<file path="config.mk">
export PLATFORM = sky130hd
export DESIGN_NAME = rrnc_exec
export DESIGN_NICKNAME = d
export VERILOG_FILES = /design/src/rtl/rrnc_pkg.sv /design/src/rtl/rrnc_exec.sv
export SDC_FILE = /design/constraint.sdc
export NUM_CORES = 1
export LEC_CHECK = 0
export ABC_AREA = 1
export BUFFER_PORTS_ARGS = -buffer_cell sky130_fd_sc_hd__buf_2
export CELL_PAD_IN_SITES_DETAIL_PLACEMENT = 1
export CELL_PAD_IN_SITES_GLOBAL_PLACEMENT = 1
export CORE_MARGIN = 1.5
export CORE_UTILIZATION = 34
export DETAILED_ROUTE_END_ITERATION = 7
export MAX_ROUTING_LAYER = met4
export PLACE_DENSITY = 0.79
export SLEW_MARGIN = 20
export SYNTH_ARGS = -nofsm -noshare
export SYNTH_HDL_FRONTEND = slang
export SYNTH_SLANG_ARGS = --single-unit
</file>
<file path="constraint.sdc">
create_clock -name core_clk_in -period 1.5 [get_ports core_clk_in]
set_clock_uncertainty 0.1 [all_clocks]
set_input_delay 0.375 -clock core_clk_in [delete_from_list [all_inputs] [get_ports core_clk_in]]
set_output_delay 0.375 -clock core_clk_in [all_outputs]
set_load 0.01 [all_outputs]
</file>
<file path="src/rtl/rrnc_pkg.sv">
// Package: constants for the rotate-right-without-carry execution block
package rrnc_pkg;
  localparam int DATA_W = 8;
  localparam int OPC_W = 16;
  localparam int ADDR_W = 12;
  localparam int BANK_W = 4;
  // Opcode layout
  localparam logic [5:0] OPC_ROT_RIGHT = 6'h10;
  localparam int OPC_HI_LSB = 10;
  localparam int OPC_DEST_BIT = 9;
  localparam int OPC_ACC_BIT = 8;
  localparam int OPC_F_MSB = 7;
  localparam int DATA_MSB = 7;
  // Access bank split and indexed window limit
  localparam logic [7:0] ACC_LOW_LIMIT = 8'h5F;
  localparam logic [7:0] ACC_SPLIT = 8'h60;
  localparam logic [BANK_W-1:0] ACC_HIGH_BANK = 4'hF;
  localparam logic [BANK_W-1:0] ACC_LOW_BANK = 4'h0;
  localparam logic [DATA_W-1:0] DATA_RST = 8'h00;
  localparam logic [ADDR_W-1:0] ADDR_RST = 12'h000;
endpackage

</file>
<file path="src/rtl/rrnc_exec.sv">
// Rotate-right-without-carry execution unit for an 8-bit core
//////////////////////////////////////////////////////////////////////
// How it works
// - rotate register right one bit; bit 0 wraps into bit 7; no carry.
// - destination bit 0 writes result to the working accumulator only.
// - destination bit 1 writes result back into the source register.
// - bank-access bit 0 addresses the access bank, ignoring the bank pointer.
// - bank-access bit 1 uses the bank pointer to form the address.
// - extended set, access bit 0, field <= 95: indexed literal offset address.
//////////////////////////////////////////////////////////////////////
//
// Local design decisions: the address map and strobed register access.
`timescale 1ns/100ps
`default_nettype none
module rrnc_exec
  import rrnc_pkg::*;
(
  input wire logic core_clk_in, // 200 MHz core clock
  input wire logic rst_n_in, // Async reset, active low
  input wire logic issue_in, // One-cycle instruction issue strobe
  input wire logic [OPC_W-1:0] opcode_in, // Instruction word
  input wire logic [BANK_W-1:0] bank_select_pointer_in, // Current bank number
  input wire logic ext_set_en_in, // Extended instruction set enabled
  input wire logic [ADDR_W-1:0] index_base_in, // Index register for literal offset
  input wire logic [DATA_W-1:0] rd_data_in, // Operand read at rd_addr_out, same cycle
  input wire logic [DATA_W-1:0] wreg_in, // Current working accumulator
  output logic [ADDR_W-1:0] rd_addr_out, // Registered operand address
  output logic [DATA_W-1:0] wreg_out, // Working accumulator
  output logic [ADDR_W-1:0] wr_addr_out, // Register file write address
  output logic [DATA_W-1:0] wr_data_out, // Register file write data
  output logic wr_en_out, // Register file write pulse
  output logic wreg_en_out, // Accumulator updated pulse
  output logic flag_n_out, // Negative flag
  output logic flag_z_out, // Zero flag
  output logic flag_we_out, // Flags updated pulse
  output logic done_out // Instruction completed pulse
);
  //////////////////////////////////////////////////////////////////////
  // Decode stage: latch address and destination
  logic [ADDR_W-1:0] addr_r, addr_nxt;
  logic dest_r, dest_nxt;
  logic exec_r, exec_nxt;
  logic [7:0] f_fld;
  logic is_op;

  always_comb begin
    f_fld = opcode_in[OPC_F_MSB:0];
    is_op = issue_in && (opcode_in[OPC_W-1:OPC_HI_LSB] == OPC_ROT_RIGHT);
    exec_nxt = is_op;
    dest_nxt = is_op ? opcode_in[OPC_DEST_BIT] : dest_r;
    addr_nxt = addr_r;
    if (is_op) begin
      if (opcode_in[OPC_ACC_BIT]) begin
        addr_nxt = {bank_select_pointer_in, f_fld};
      end else if (ext_set_en_in && (f_fld <= ACC_LOW_LIMIT)) begin
        // Index plus literal; wraps in the 12-bit space like the core does
        addr_nxt = index_base_in + {{(ADDR_W-8){1'b0}}, f_fld};
      end else if (f_fld < ACC_SPLIT) begin
        addr_nxt = {ACC_LOW_BANK, f_fld};
      end else begin
        addr_nxt = {ACC_HIGH_BANK, f_fld};
      end
    end
  end

  always_ff @(posedge core_clk_in or negedge rst_n_in) begin
    if (!rst_n_in) begin
      addr_r <= ADDR_RST;
      dest_r <= 1'b0;
      exec_r <= 1'b0;
    end else begin
      addr_r <= addr_nxt;
      dest_r <= dest_nxt;
      exec_r <= exec_nxt;
    end
  end

  //////////////////////////////////////////////////////////////////////
  // Execute stage: rotate and write back
  logic [DATA_W-1:0] rot;
  logic [DATA_W-1:0] wreg_r, wreg_nxt, wdat_r, wdat_nxt;
  logic [ADDR_W-1:0] waddr_r, waddr_nxt;
  logic wen_r, wen_nxt, wregen_r, wregen_nxt, fwe_r, fwe_nxt, done_r, done_nxt;
  logic fn_r, fn_nxt, fz_r, fz_nxt;

  always_comb begin
    rot = {rd_data_in[0], rd_data_in[DATA_MSB:1]};
    wreg_nxt = wreg_in;
    wdat_nxt = wdat_r;
    waddr_nxt = waddr_r;
    wen_nxt = 1'b0;
    wregen_nxt = 1'b0;
    fwe_nxt = exec_r;
    done_nxt = exec_r;
    fn_nxt = fn_r;
    fz_nxt = fz_r;
    if (exec_r) begin
      fn_nxt = rot[DATA_MSB];
      fz_nxt = (rot == DATA_RST);
      if (dest_r) begin
        wdat_nxt = rot;
        waddr_nxt = addr_r;
        wen_nxt = 1'b1;
      end else begin
        wreg_nxt = rot;
        wregen_nxt = 1'b1;
      end
    end
  end

  always_ff @(posedge core_clk_in or negedge rst_n_in) begin
    if (!rst_n_in) begin
      wreg_r <= DATA_RST;
      wdat_r <= DATA_RST;
      waddr_r <= ADDR_RST;
      wen_r <= 1'b0;
      wregen_r <= 1'b0;
      fwe_r <= 1'b0;
      done_r <= 1'b0;
      fn_r <= 1'b0;
      fz_r <= 1'b0;
    end else begin
      wreg_r <= wreg_nxt;
      wdat_r <= wdat_nxt;
      waddr_r <= waddr_nxt;
      wen_r <= wen_nxt;
      wregen_r <= wregen_nxt;
      fwe_r <= fwe_nxt;
      done_r <= done_nxt;
      fn_r <= fn_nxt;
      fz_r <= fz_nxt;
    end
  end

  assign rd_addr_out = addr_r;
  assign wreg_out = wreg_r;
  assign wr_addr_out = waddr_r;
  assign wr_data_out = wdat_r;
  assign wr_en_out = wen_r;
  assign wreg_en_out = wregen_r;
  assign flag_n_out = fn_r;
  assign flag_z_out = fz_r;
  assign flag_we_out = fwe_r;
  assign done_out = done_r;
endmodule
`default_nettype wire

</file>
### After elaboration in Yosys (flattened, before gate mapping)

Cells that the tools add are included.

| word-level totals | value |
|---|---|
| register bits after elaboration | 47 |
| word-level logic and storage cells | 28 |

| operators by class | value |
|---|---|
| add/sub/neg operators | 1 |
| magnitude comparators | 2 |
| eq/ne operators | 1 |
| multiplexer cells | 9 |
| reductions and logical operators | 4 |

Operators with widths:

| cell | count |
|---|---|
| 12-bit 2-to-1 mux | 3 |
| 8-bit 2-to-1 mux | 2 |
| 12-bit by 8-bit adder with 12-bit output | 1 |
| 8-bit by 7-bit <= comparator with 1-bit output (second input constant) | 1 |
| 8-bit zero test | 1 |
| 8-bit by 7-bit < comparator with 1-bit output (second input constant) | 1 |
| 6-bit by 5-bit == test with 1-bit output (second input constant) | 1 |
| 1-bit 2-to-1 mux | 4 |
| 1-bit logical AND | 2 |
| 2-bit AND reduction | 1 |

### Longest topological paths before layout

Gate-level depths: netlist of run 1.

| depth | value |
|---|---|
| depth after elaboration | 4 |
| gate-level depth with buffers | 12 |
| mapped depth without buffers | 12 |

### Least setup slack after synthesis of run 1

Ideal clock, no wire load.

| path | value |
|---|---|
| path type | input-to-reg |
| from | input port opcode_in[0] |
| to | register addr_r[6] (netlist: rd_addr_out[6]) |
| arrival | 1601 ps |
| slack | -278 ps |
| stages | 11 |
| buffers on the path | 0 |
| cells stage by stage | ha_1 inv_1 fa_1 inv_1 nand3_1 nand3_2 nand2_1 nand2_1 xor2_1 nand2_1 a21oi_1 |

| on the way | value |
|---|---|
| cells in the longest elaborated chain, start to end | 4 |
| elaborated cells between the ends (all ways) | 5 |

Ends and longest elaborated chain:

| item | RTL line | source |
|---|---|---|
| from (decl) | rrnc_exec.sv:21 | `input wire logic [OPC_W-1:0] opcode_in,` |
| parallel branches: the longest is 2 deep, another holds 12-bit by 8-bit adder with 12-bit output | -- |  |
| 12-bit 2-to-1 mux (*) | rrnc_exec.sv:55 | `end else if (ext_set_en_in && (f_fld <= ACC_LOW_LIMIT)) begin` |
| 12-bit 2-to-1 mux (*) | rrnc_exec.sv:53 | `if (opcode_in[OPC_ACC_BIT]) begin` |
| to (signal assigned) | rrnc_exec.sv:72 | `addr_r <= addr_nxt;` |
| to (decl) | rrnc_exec.sv:40 | `logic [ADDR_W-1:0] addr_r, addr_nxt;` |

Every way passes the cells marked *.
A chain may end at the register's enable or synchronous reset.

### Final worst setup path of run 1

Ends and elaborated chain as after synthesis.

==> results of run 1 <==
-- worst max-delay path: stages --
cell,delay [ns]
buf_8,0.08
ha_4,0.13
inv_2,0.04
fa_2,0.36
inv_2,0.08
nand3_2,0.06
nand3_2,0.08
nand2_1,0.06
nand2_1,0.07
xor2_1,0.14
nand2_1,0.08
a21oi_2,0.11
-- registers in the layout (all words and copies together), names as in the netlist --
name and flops:
wr_data_out 8, wreg_en_out 1, done_nxt 1, done_out 1
flag_z_out 1, wr_addr_out 12, flag_n_out 1, wreg_out 8
dest_r 1, rd_addr_out 12, wr_en_out 1
-- worst paths after layout --
check | to
setup / recovery | rd_addr_out[6]
min in group asynchronous | wreg_out[6]
hold / removal | flag_z_out
max in group asynchronous | rd_addr_out[5]
hold reg to reg | done_out
setup reg to reg | wreg_out[4]
-- cell type report --
class	count	area, µm²	share of cell area
clock buffer	6	72.6	0.0203
clock inverter	1	30.0	0.00840
inverter	40	153	0.0427
timing repair buffer	130	790	0.221
multi-input combinational	211	1230	0.345
tap	96	120	0.0336
sequential	47	1180	0.329
-- cells in the final DEF (no fill, tap or decap), types with 7 or more instances in the layout --
master,count
a21oi_1,11
buf_2,95
buf_4,29
dfrtp_1,47
ha_4,7
inv_1,36
nand2_1,95
nand3_1,7
nand3_2,8
nor2_1,20
o21ai_0,25
-- stage by stage --
| step | area (µm²) | hold WS [ns] | total power [W] |
|---|---|---|---|
| after floorplan | 2510 | -0.0206 | 0.00179 |
| after global placement | 3320 | 0.277 | 0.00213 |
| after detailed placement | 3320 | 0.282 | 0.00216 |
| after CTS | 3460 | 0.172 | 0.00307 |
| after global routing | 3570 | 0.176 | 0.00326 |
| final | 3570 | 0.182 | 0.00306 |
-- cells in the mapped netlist (all sizes together), types with 2 or more instances --
library cell / instances
nand4: 5
buf: 4
nand3: 15
o21ai: 29
clkbuf: 4
nand3b: 2
xor2: 4
dfrtp: 47
nor2: 24
ha: 8
inv: 40
a21o: 2
a22oi: 2
nand2: 98
a21oi: 16
-- cells by family after synthesis --
family,share of synthesized area
xor+xnor,0.0177
fa+ha+maj,0.0485
compound gates,0.124
flops,0.475
simple gates,0.253
buf+inv,0.0809
-- power breakdown --
group          switching, W  internal, W
registers         0.0000634      0.00137
clock network      0.000388     0.000488
logic              0.000400     0.000355
total              0.000851      0.00221
-- routing by layer --
metal	vias to the layer above	share of wire	routed length, µm	GRT usage
met5	-	0	0	-
met4	0	0.011	80	0.0554
met3	11	0.053	381	0.0233
met2	71	0.53	3760	0.362
met1	1177	0.41	2900	0.218
li1	1233	-	-	-
-- timing repair --
action,in CTS,in global routing
resized for setup,3,18
pin swaps,6,10
hold buffers,1,0
setup buffers,1,2
hold endpoints to repair,47,0
setup endpoints to repair,3,9
==> results.toml, run 1 <==
[outcome]
outcome = "finished, violations left"
failed_checks = "setup timing"

[synth]
ys_types = 29
synthArstFlopShare = 1.00
yosys_warnings = 0
synthTopCellsByArea = "dfrtp_1 48%, nand2_1 15%, inv_1 5.9%"
yosysTopAreaCell = "dfrtp_1"
yosys_most_used_dff = "dfrtp_1"
synth_top_area_frac = 0.475
syn_avg_cell_area_um2 = 8.09
synth_edf_count = 0
syn_nets = 367
netlist_instances = 306
ys_seq_elements = 47
synth_area_um2 = 2470
synth.yosys.seq_area_share = 0.475

[global_routing]
grt_start_max_net_pins = 48
gr-total-overflow = 0
grt_usage = 0.195
grt_antenna_before_repair = 0
grt_pass1_wl_um = 11500
grt_pass1_vias = 2537

[cts]
cts_tree = "yes"
cts_root_buf = "clkbuf_8"
clock_latency_ns = 0.29
h-tree-depth = 2
clk_pin_slew_ns = 0.08
cts_buffer_depth = 2
cts_made_buffers = 5
clkSinkCount = 47

[hold_path]
hold_path_depth = 2
min_from = "rd_data_in[0]"
holdCritPathClass = "input port to flop"

[critical_path]
cp-start-kind = "input port"
crit_start = "opcode_in[0]"
r2r_setup_slack_ns = 0.25
worst_r2r_path_depth = 4
cp-end-kind = "flop"
r2r_start = "done_nxt"
path_class = "input port to flop"
critPathRequiredTime_ns = 1.62
worstPathMaxFanout = 3
cp.arrival_ns = 1.66

[pwr]
ir_worst_vdd_uv = 382
power.density_nw_per_um2 = 858
leakage_nw = 1.96

[cells_and_area]
antennaDiodeCount = 0
fill_cells = 926
post_layout_nonfiller_instances = 531
fin_nets = 496
final_core_util = 0.517
area_growth_pct = 44.4
layout-drive-gt1-share = 0.393

[flow_run]
cap_violations = 0

[timing]
min_period_ns = 1.54
fin_tns_setup_ns = -0.0388
final-max-slew-violation-count = 0
max-slew-margin-rel = 0.724
fmax_mhz = 650
finalCritPeriodShare = 1.03
rsz0062_at_grt = "true"
setup_slack_ns = -0.0388
setup_viol = 1
tightest_slew_ns = 0.413
hold_violations = 0

[placement]
post-dp-hpwl_um = 5770
gp_congestion = 0.869
pre_cts_ws_ns = -0.380
placed_cells = 520
port_buffers = 97

[floorplanning]
core-area_um2 = 6910
initial_core_util = 0.358
die-area_um2 = 7800
fp.dieH_um = 88.3
dieWidth_um = 88.3
num_rows = 30
ios = 98

[route]
vias = 2492
ant_nets = 0
via_per_inst = 4.69
routed_wl_um = 7120
wl_per_cell_um = 13.4
drc = 0
first_pass_iters = 4
drt_iter0_markers = 89
Note: power is estimated with default switching activity, not from simulation.
==> run 2, diff against run 1 <==
--- a/config.mk
+++ b/config.mk
@@ -5,15 +5,16 @@
 export SDC_FILE = /design/constraint.sdc
 export NUM_CORES = 1
 export LEC_CHECK = 0
-export ABC_AREA = 1
+export ABC_AREA = 0
 export BUFFER_PORTS_ARGS = -buffer_cell sky130_fd_sc_hd__buf_2
 export CELL_PAD_IN_SITES_DETAIL_PLACEMENT = 1
 export CELL_PAD_IN_SITES_GLOBAL_PLACEMENT = 1
 export CORE_MARGIN = 1.5
-export CORE_UTILIZATION = 34
+export CORE_UTILIZATION = 36
 export DETAILED_ROUTE_END_ITERATION = 7
+export HOLD_SLACK_MARGIN = 0.08
 export MAX_ROUTING_LAYER = met4
-export PLACE_DENSITY = 0.79
+export PLACE_DENSITY = 0.8
 export SLEW_MARGIN = 20
 export SYNTH_ARGS = -nofsm -noshare
 export SYNTH_HDL_FRONTEND = slang
==> run 2 against run 1 <==
Net effect:
- the flow still finishes with violations (setup timing)
- clock power up 6.2%
- total power up 0.53%
- sequential power about the same
- first-iteration DRC count down 48%
- sequential share of layout area up 1.0 points
==> results.toml, run 2 <==
[synth]
yosys_warnings = 0
ys_types = 42
synth_most_common_cell = "dfrtp_1"
syn_avg_cell_area_um2 = 11.0
synth.yosys.seq_area_share = 0.496
netlist_instances = 215
ys_seq_elements = 47
yosys_most_used_dff = "dfrtp_1"
synthTopCellsByCount = "47 x dfrtp_1, 29 x mux2_2, 19 x a21oi_1, 15 x nand2_1, 12 x o21ai_0"
synthTopCellsByArea = "dfrtp_1 50%, mux2_2 14%, ha_1 4.2%"
synth_top_area_frac = 0.496
synth_edf_count = 0
synthArstFlopShare = 1.00
syn_nets = 276
yosysTopAreaCell = "dfrtp_1"
synth_area_um2 = 2370

[floorplanning]
core-area_um2 = 6350
dieWidth_um = 84.2
fp.dieH_um = 84.2
initial_core_util = 0.374
num_rows = 29
die-area_um2 = 7090
ios = 98

[route]
drc = 0
wl_per_cell_um = 16.3
first_pass_iters = 4
ant_nets = 0
vias = 2148
drt_iter0_markers = 46
routed_wl_um = 6830
via_per_inst = 5.11

[global_routing]
grt_usage = 0.204
grt_pass1_wl_um = 11200
grt_pass1_vias = 2313
grt_antenna_before_repair = 0
gr-total-overflow = 0
grt_start_max_net_pins = 48

[outcome]
failed_checks = "setup timing"
outcome = "finished, violations left"

[cells_and_area]
area_growth_pct = 46.0
layout-drive-gt1-share = 0.569
antennaDiodeCount = 0
fin_nets = 403
final_cell_mix = "93 x buf_2, 47 x dfrtp_1, 29 x mux2_2, 29 x buf_4, 15 x nand2_1"
post_layout_nonfiller_instances = 420
final_common_cell = "buf_2"

[critical_path]
worst_r2r_path_depth = 3
critPathRequiredTime_ns = 1.60
cp-end-kind = "flop"
worstPathMaxFanout = 4
cp.arrival_ns = 1.79
cp-start-kind = "input port"
path_class = "input port to flop"

[cts]
cts_root_buf = "clkbuf_8"
cts_tree = "yes"
clk_pin_slew_ns = 0.09
cts_buffer_depth = 2
clock_latency_ns = 0.30
clkSinkCount = 47
h-tree-depth = 2
cts_made_buffers = 5

[hold_path]
holdCritPathClass = "input port to flop"
hold_path_depth = 3

[pwr]
switching_share = 0.281
ir_worst_vdd_uv = 506
combPwrFrac = 0.232
p_int_w = 0.00221
power.density_nw_per_um2 = 889
power.clock.fraction = 0.302
seq_power_share = 0.466
leakage_nw = 1.76
power.total_w = 0.00308
switchingPower_w = 0.000867

[timing]
hold_violations = 0
holdWs_ns = 0.173
final-max-slew-violation-count = 0
finalCritPeriodShare = 1.12
min_period_ns = 1.68
fin_tns_setup_ns = -0.783
rsz0062_at_grt = "true"
setup_viol = 8
fmax_mhz = 594
setup_slack_ns = -0.184
tightest_slew_ns = 0.313
max-slew-margin-rel = 0.789

[placement]
gp_congestion = 0.800
post-dp-hpwl_um = 5360
placed_cells = 408
port_buffers = 97

[flow_run]
cap_violations = 0
==> run 2: changes by cell type after synthesis, moves of 11 or more <==
| cell | change |
|---|---|
| inv_1 | -32 |
| o21ai_0 | -15 |
| mux2_2 | +29 |
| nand2_1 | -82 |
| nor2_1 | -11 |
==> run 2: cells by family (layout without fill, tap and decap cells) <==
family	after synthesis	after routing	share of synthesized area
XOR/XNOR	3	3	0.0111
AO/OA/AOI/OAI	55	55	0.152
flip-flops	47	47	0.496
multiplexers	29	29	0.138
adder cells (fa/ha/maj)	9	9	0.0506
AND/OR/NAND/NOR	54	54	0.117
buffers and inverters	18	146	0.0359
==> run 2: routing by layer <==
layer,part of all wire,up-vias,routed length [µm],track usage
li1,-,1029,-,-
met1,0.42,1039,2900,0.245
met2,0.51,73,3460,0.351
met3,0.057,7,387,0.0374
met4,0.013,0,91,0.0581
met5,0,-,0,-
==> run 2: final cells by class <==
type | count | area (µm²)
Fill cell | 737 | 2890
Multi-Input combinational cell | 150 | 1260
Sequential cell | 47 | 1180
Timing Repair Buffer | 130 | 785
Tap cell | 77 | 96.3
Clock buffer | 5 | 68.8
Clock inverter | 3 | 43.8
Inverter | 8 | 30.0
==> run 2: power groups by stage <==
stage | Combinational [W] | Sequential, W | Clock (W)
floorplan | 0.000292 | 0.00149 | 0
global placement | 0.000655 | 0.00146 | 0
detailed placement | 0.000681 | 0.00146 | 0
CTS | 0.000702 | 0.00144 | 0.000949
global route | 0.000783 | 0.00145 | 0.00101
finish | 0.000715 | 0.00143 | 0.000931
==> run 2: worst paths after layout <==
check                               startpoint              to  slack [ns]
worst max-delay path              opcode_in[0]  rd_addr_out[8]       -0.18
max in group asynchronous             rst_n_in  wr_addr_out[9]        0.59
worst max register to register        done_nxt  wr_addr_out[4]        0.12
worst min register to register  wr_addr_out[6]  wr_addr_out[6]        0.41
min in group asynchronous             rst_n_in        done_out        0.49
worst min-delay path              opcode_in[9]          dest_r        0.17
==> run 2: worst max-delay path, stage by stage <==
cell	delay, ns
buf_8	0.10
ha_4	0.16
inv_2	0.05
fa_2	0.22
nor2b_4	0.06
o31ai_4	0.28
a21oi_1	0.13
xnor2_1	0.16
o31ai_1	0.24
==> run 2: through the flow <==
step	setup WS (ns)	util	area, µm²
after floorplan	-0.227	-	2480
after global placement	-0.416	0.510	3240
after detailed placement	-0.462	0.510	3240
after CTS	-0.0879	0.538	3410
after global routing	-0.219	0.546	3460
final	-0.184	0.546	3460
==> run 2: repair_timing <==
item,CTS,global route
buffers inserted,2,1
pin swaps,4,6
hold buffers,1,0
endpoints found under the setup margin,10,19
gates resized for setup,12,9
endpoints found under the hold margin,47,0
==> run 3, diff against run 2 <==
--- a/config.mk
+++ b/config.mk
@@ -6,15 +6,15 @@
 export NUM_CORES = 1
 export LEC_CHECK = 0
 export ABC_AREA = 0
-export BUFFER_PORTS_ARGS = -buffer_cell sky130_fd_sc_hd__buf_2
 export CELL_PAD_IN_SITES_DETAIL_PLACEMENT = 1
 export CELL_PAD_IN_SITES_GLOBAL_PLACEMENT = 1
 export CORE_MARGIN = 1.5
-export CORE_UTILIZATION = 36
+export CORE_UTILIZATION = 47
 export DETAILED_ROUTE_END_ITERATION = 7
+export DONT_BUFFER_PORTS = 1
 export HOLD_SLACK_MARGIN = 0.08
 export MAX_ROUTING_LAYER = met4
-export PLACE_DENSITY = 0.8
+export PLACE_DENSITY = 0.78
 export SLEW_MARGIN = 20
 export SYNTH_ARGS = -nofsm -noshare
 export SYNTH_HDL_FRONTEND = slang
==> run 3 against run 2 <==
Net effect:
- the flow finishes with violations (hold timing, setup timing)
- sequential share of layout area grew 6.6 points
- register-to-register slack gained 0.03 ns
- critical path depth is the same
- clock power grew 0.5%
- sequential cell count is the same
- first-iteration DRC count grew 20%
- clock-buffer cell count grew 1
- final cell count shrank 27%
- non-clock buffer count shrank 102
- maximum frequency grew 9.5%
- largest power group unchanged
==> results.toml, run 3 (synthesis results as in run 2) <==
[floorplanning]
fp.dieH_um = 74.0
die-area_um2 = 5480
initial_core_util = 0.496
num_rows = 25
ios = 98
core-area_um2 = 4790
dieWidth_um = 74.0

[cts]
clock_latency_ns = 0.29
clk_pin_slew_ns = 0.08
cts_made_buffers = 5
h-tree-depth = 2
cts_root_buf = "clkbuf_8"
cts_tree = "yes"
cts_buffer_depth = 2
clkSinkCount = 47

[timing]
rsz0062_at_grt = "true"
setup_viol = 3
min_period_ns = 1.54
setup_slack_ns = -0.0381
fin_tns_setup_ns = -0.0687
hold_violations = 47
max-slew-margin-rel = 0.753
holdWs_ns = -0.333
finalCritPeriodShare = 1.03
final-max-slew-violation-count = 0
tightest_slew_ns = 0.367
fmax_mhz = 650

[pwr]
seq_power_share = 0.522
power.total_w = 0.00288
switching_share = 0.258
combPwrFrac = 0.152
ir_worst_vdd_uv = 374
power.density_nw_per_um2 = 992
p_int_w = 0.00214
power.clock.fraction = 0.325
switchingPower_w = 0.000742
leakage_nw = 1.32

[cells_and_area]
layout-drive-gt1-share = 0.390
fin_nets = 301
area_growth_pct = 22.3
final_cell_mix = "47 x dfrtp_1, 29 x mux2_2, 25 x buf_4"
antennaDiodeCount = 0
post_layout_nonfiller_instances = 308
final_common_cell = "dfrtp_1"
final_area_um2 = 2900

[route]
wl_per_cell_um = 19.8
ant_nets = 0
drt_iter0_markers = 55
drc = 0
routed_wl_um = 6110
vias = 1823
first_pass_iters = 4
via_per_inst = 5.92

[critical_path]
cp_top_family = "adder cells"
cp-end-kind = "flop"
crit_chain = "ha_4, inv_2, fa_2, nor2b_4, buf_6, o21a_1, nor3_1, nand3b_1, a21oi_2"
critPathRequiredTime_ns = 1.63
crit_buf_inv = 2
path_class = "input port to flop"
critPathSlowestCell = "fa_2"
cp_slowest_stage_delay_ns = 0.36
cp-start-kind = "input port"
worstPathMaxFanout = 2
cp.arrival_ns = 1.66

[flow_run]
cap_violations = 0

[global_routing]
grt_usage = 0.228
grt_antenna_before_repair = 0
grt_pass1_vias = 1861
grt_pass1_wl_um = 9160
gr-total-overflow = 0
grt_start_max_net_pins = 48

[outcome]
outcome = "finished, violations left"
failed_checks = "hold timing, setup timing"

[hold_path]
holdCritPathClass = "input port to async pin"

[placement]
post-dp-hpwl_um = 4710
placed_cells = 296
place_area_um2 = 2700
gp_congestion = 0.896
port_buffers = 0
-- run 3: changes by cell type in the layout (fill, tap and decap cells not counted), sizes merged --
cell         change
clkbuf           +1
buf            -101
clkinv           -1
dlygate4sd3      -1
-- run 3: power groups by stage --
stage / combinational [W] / sequential, W / clock [W]
2_1_floorplan: 0.000292 / 0.00149 / 0
3_3_place_gp: 0.000369 / 0.00152 / 0
3_5_place_dp: 0.000398 / 0.00153 / 0
4_1_cts: 0.000406 / 0.00151 / 0.000957
5_1_grt: 0.000481 / 0.00151 / 0.00101
6_report: 0.000438 / 0.00150 / 0.000936
-- run 3: timing repair --
action | in CTS | in global routing
endpoints found under the setup margin | 3 | 9
resized for setup | 2 | 10
hold endpoints to repair | 47 | 47
pin swaps | 2 | 9
buffers inserted | 1 | 3
-- run 3: area by class of cell --
type / count / area, µm²
multi-input cells: 150 / 1260
well taps: 67 / 83.8
fillers: 508 / 1880
clock inverters: 2 / 35.0
repair buffers: 28 / 230
clock buffers: 6 / 82.6
inverters: 8 / 30.0
flip-flops and latches: 47 / 1180
-- run 3: path summary, 6_finish.rpt --
| path | from | to | slack, ns | depth (start not counted) |
|---|---|---|---|---|
| max | opcode_in[0] | rd_addr_out[4] | -0.04 | 9 |
| min | rst_n_in | wr_addr_out[0] | -0.33 | 0 |
| max reg2reg | done_nxt | wr_addr_out[10] | 0.15 | 3 |
| min reg2reg | dest_r | dest_r | 0.42 | 2 |
| max in group asynchronous | rst_n_in | rd_addr_out[10] | 1.55 | 0 |
| min in group core_clk_in | opcode_in[9] | dest_r | 0.09 | 2 |
-- run 3: worst reg2reg max path: cells and delay by family, from the launching register on --
kind	cells	cell delay, ns
multiplexers	1	0.35
flip-flops	1	0.46
AND/OR/NAND/NOR	1	0.17
buffers and inverters	1	0.16
-- run 3: layer usage --
metal  track usage  part of all wire  vias up
met5             -                 0        -
met4        0.0658             0.017        0
met3        0.0393             0.061       11
met2         0.402              0.54       80
met1         0.265              0.39      904
li1              -                 -      828
-- run 3: per-stage QoR --
stage	util	setup WS [ns]
2_1_floorplan	-	-0.227
3_3_place_gp	0.564	-0.274
3_5_place_dp	0.564	-0.350
4_1_cts	0.592	-0.0412
5_1_grt	0.606	-0.0905
6_report	0.606	-0.0381
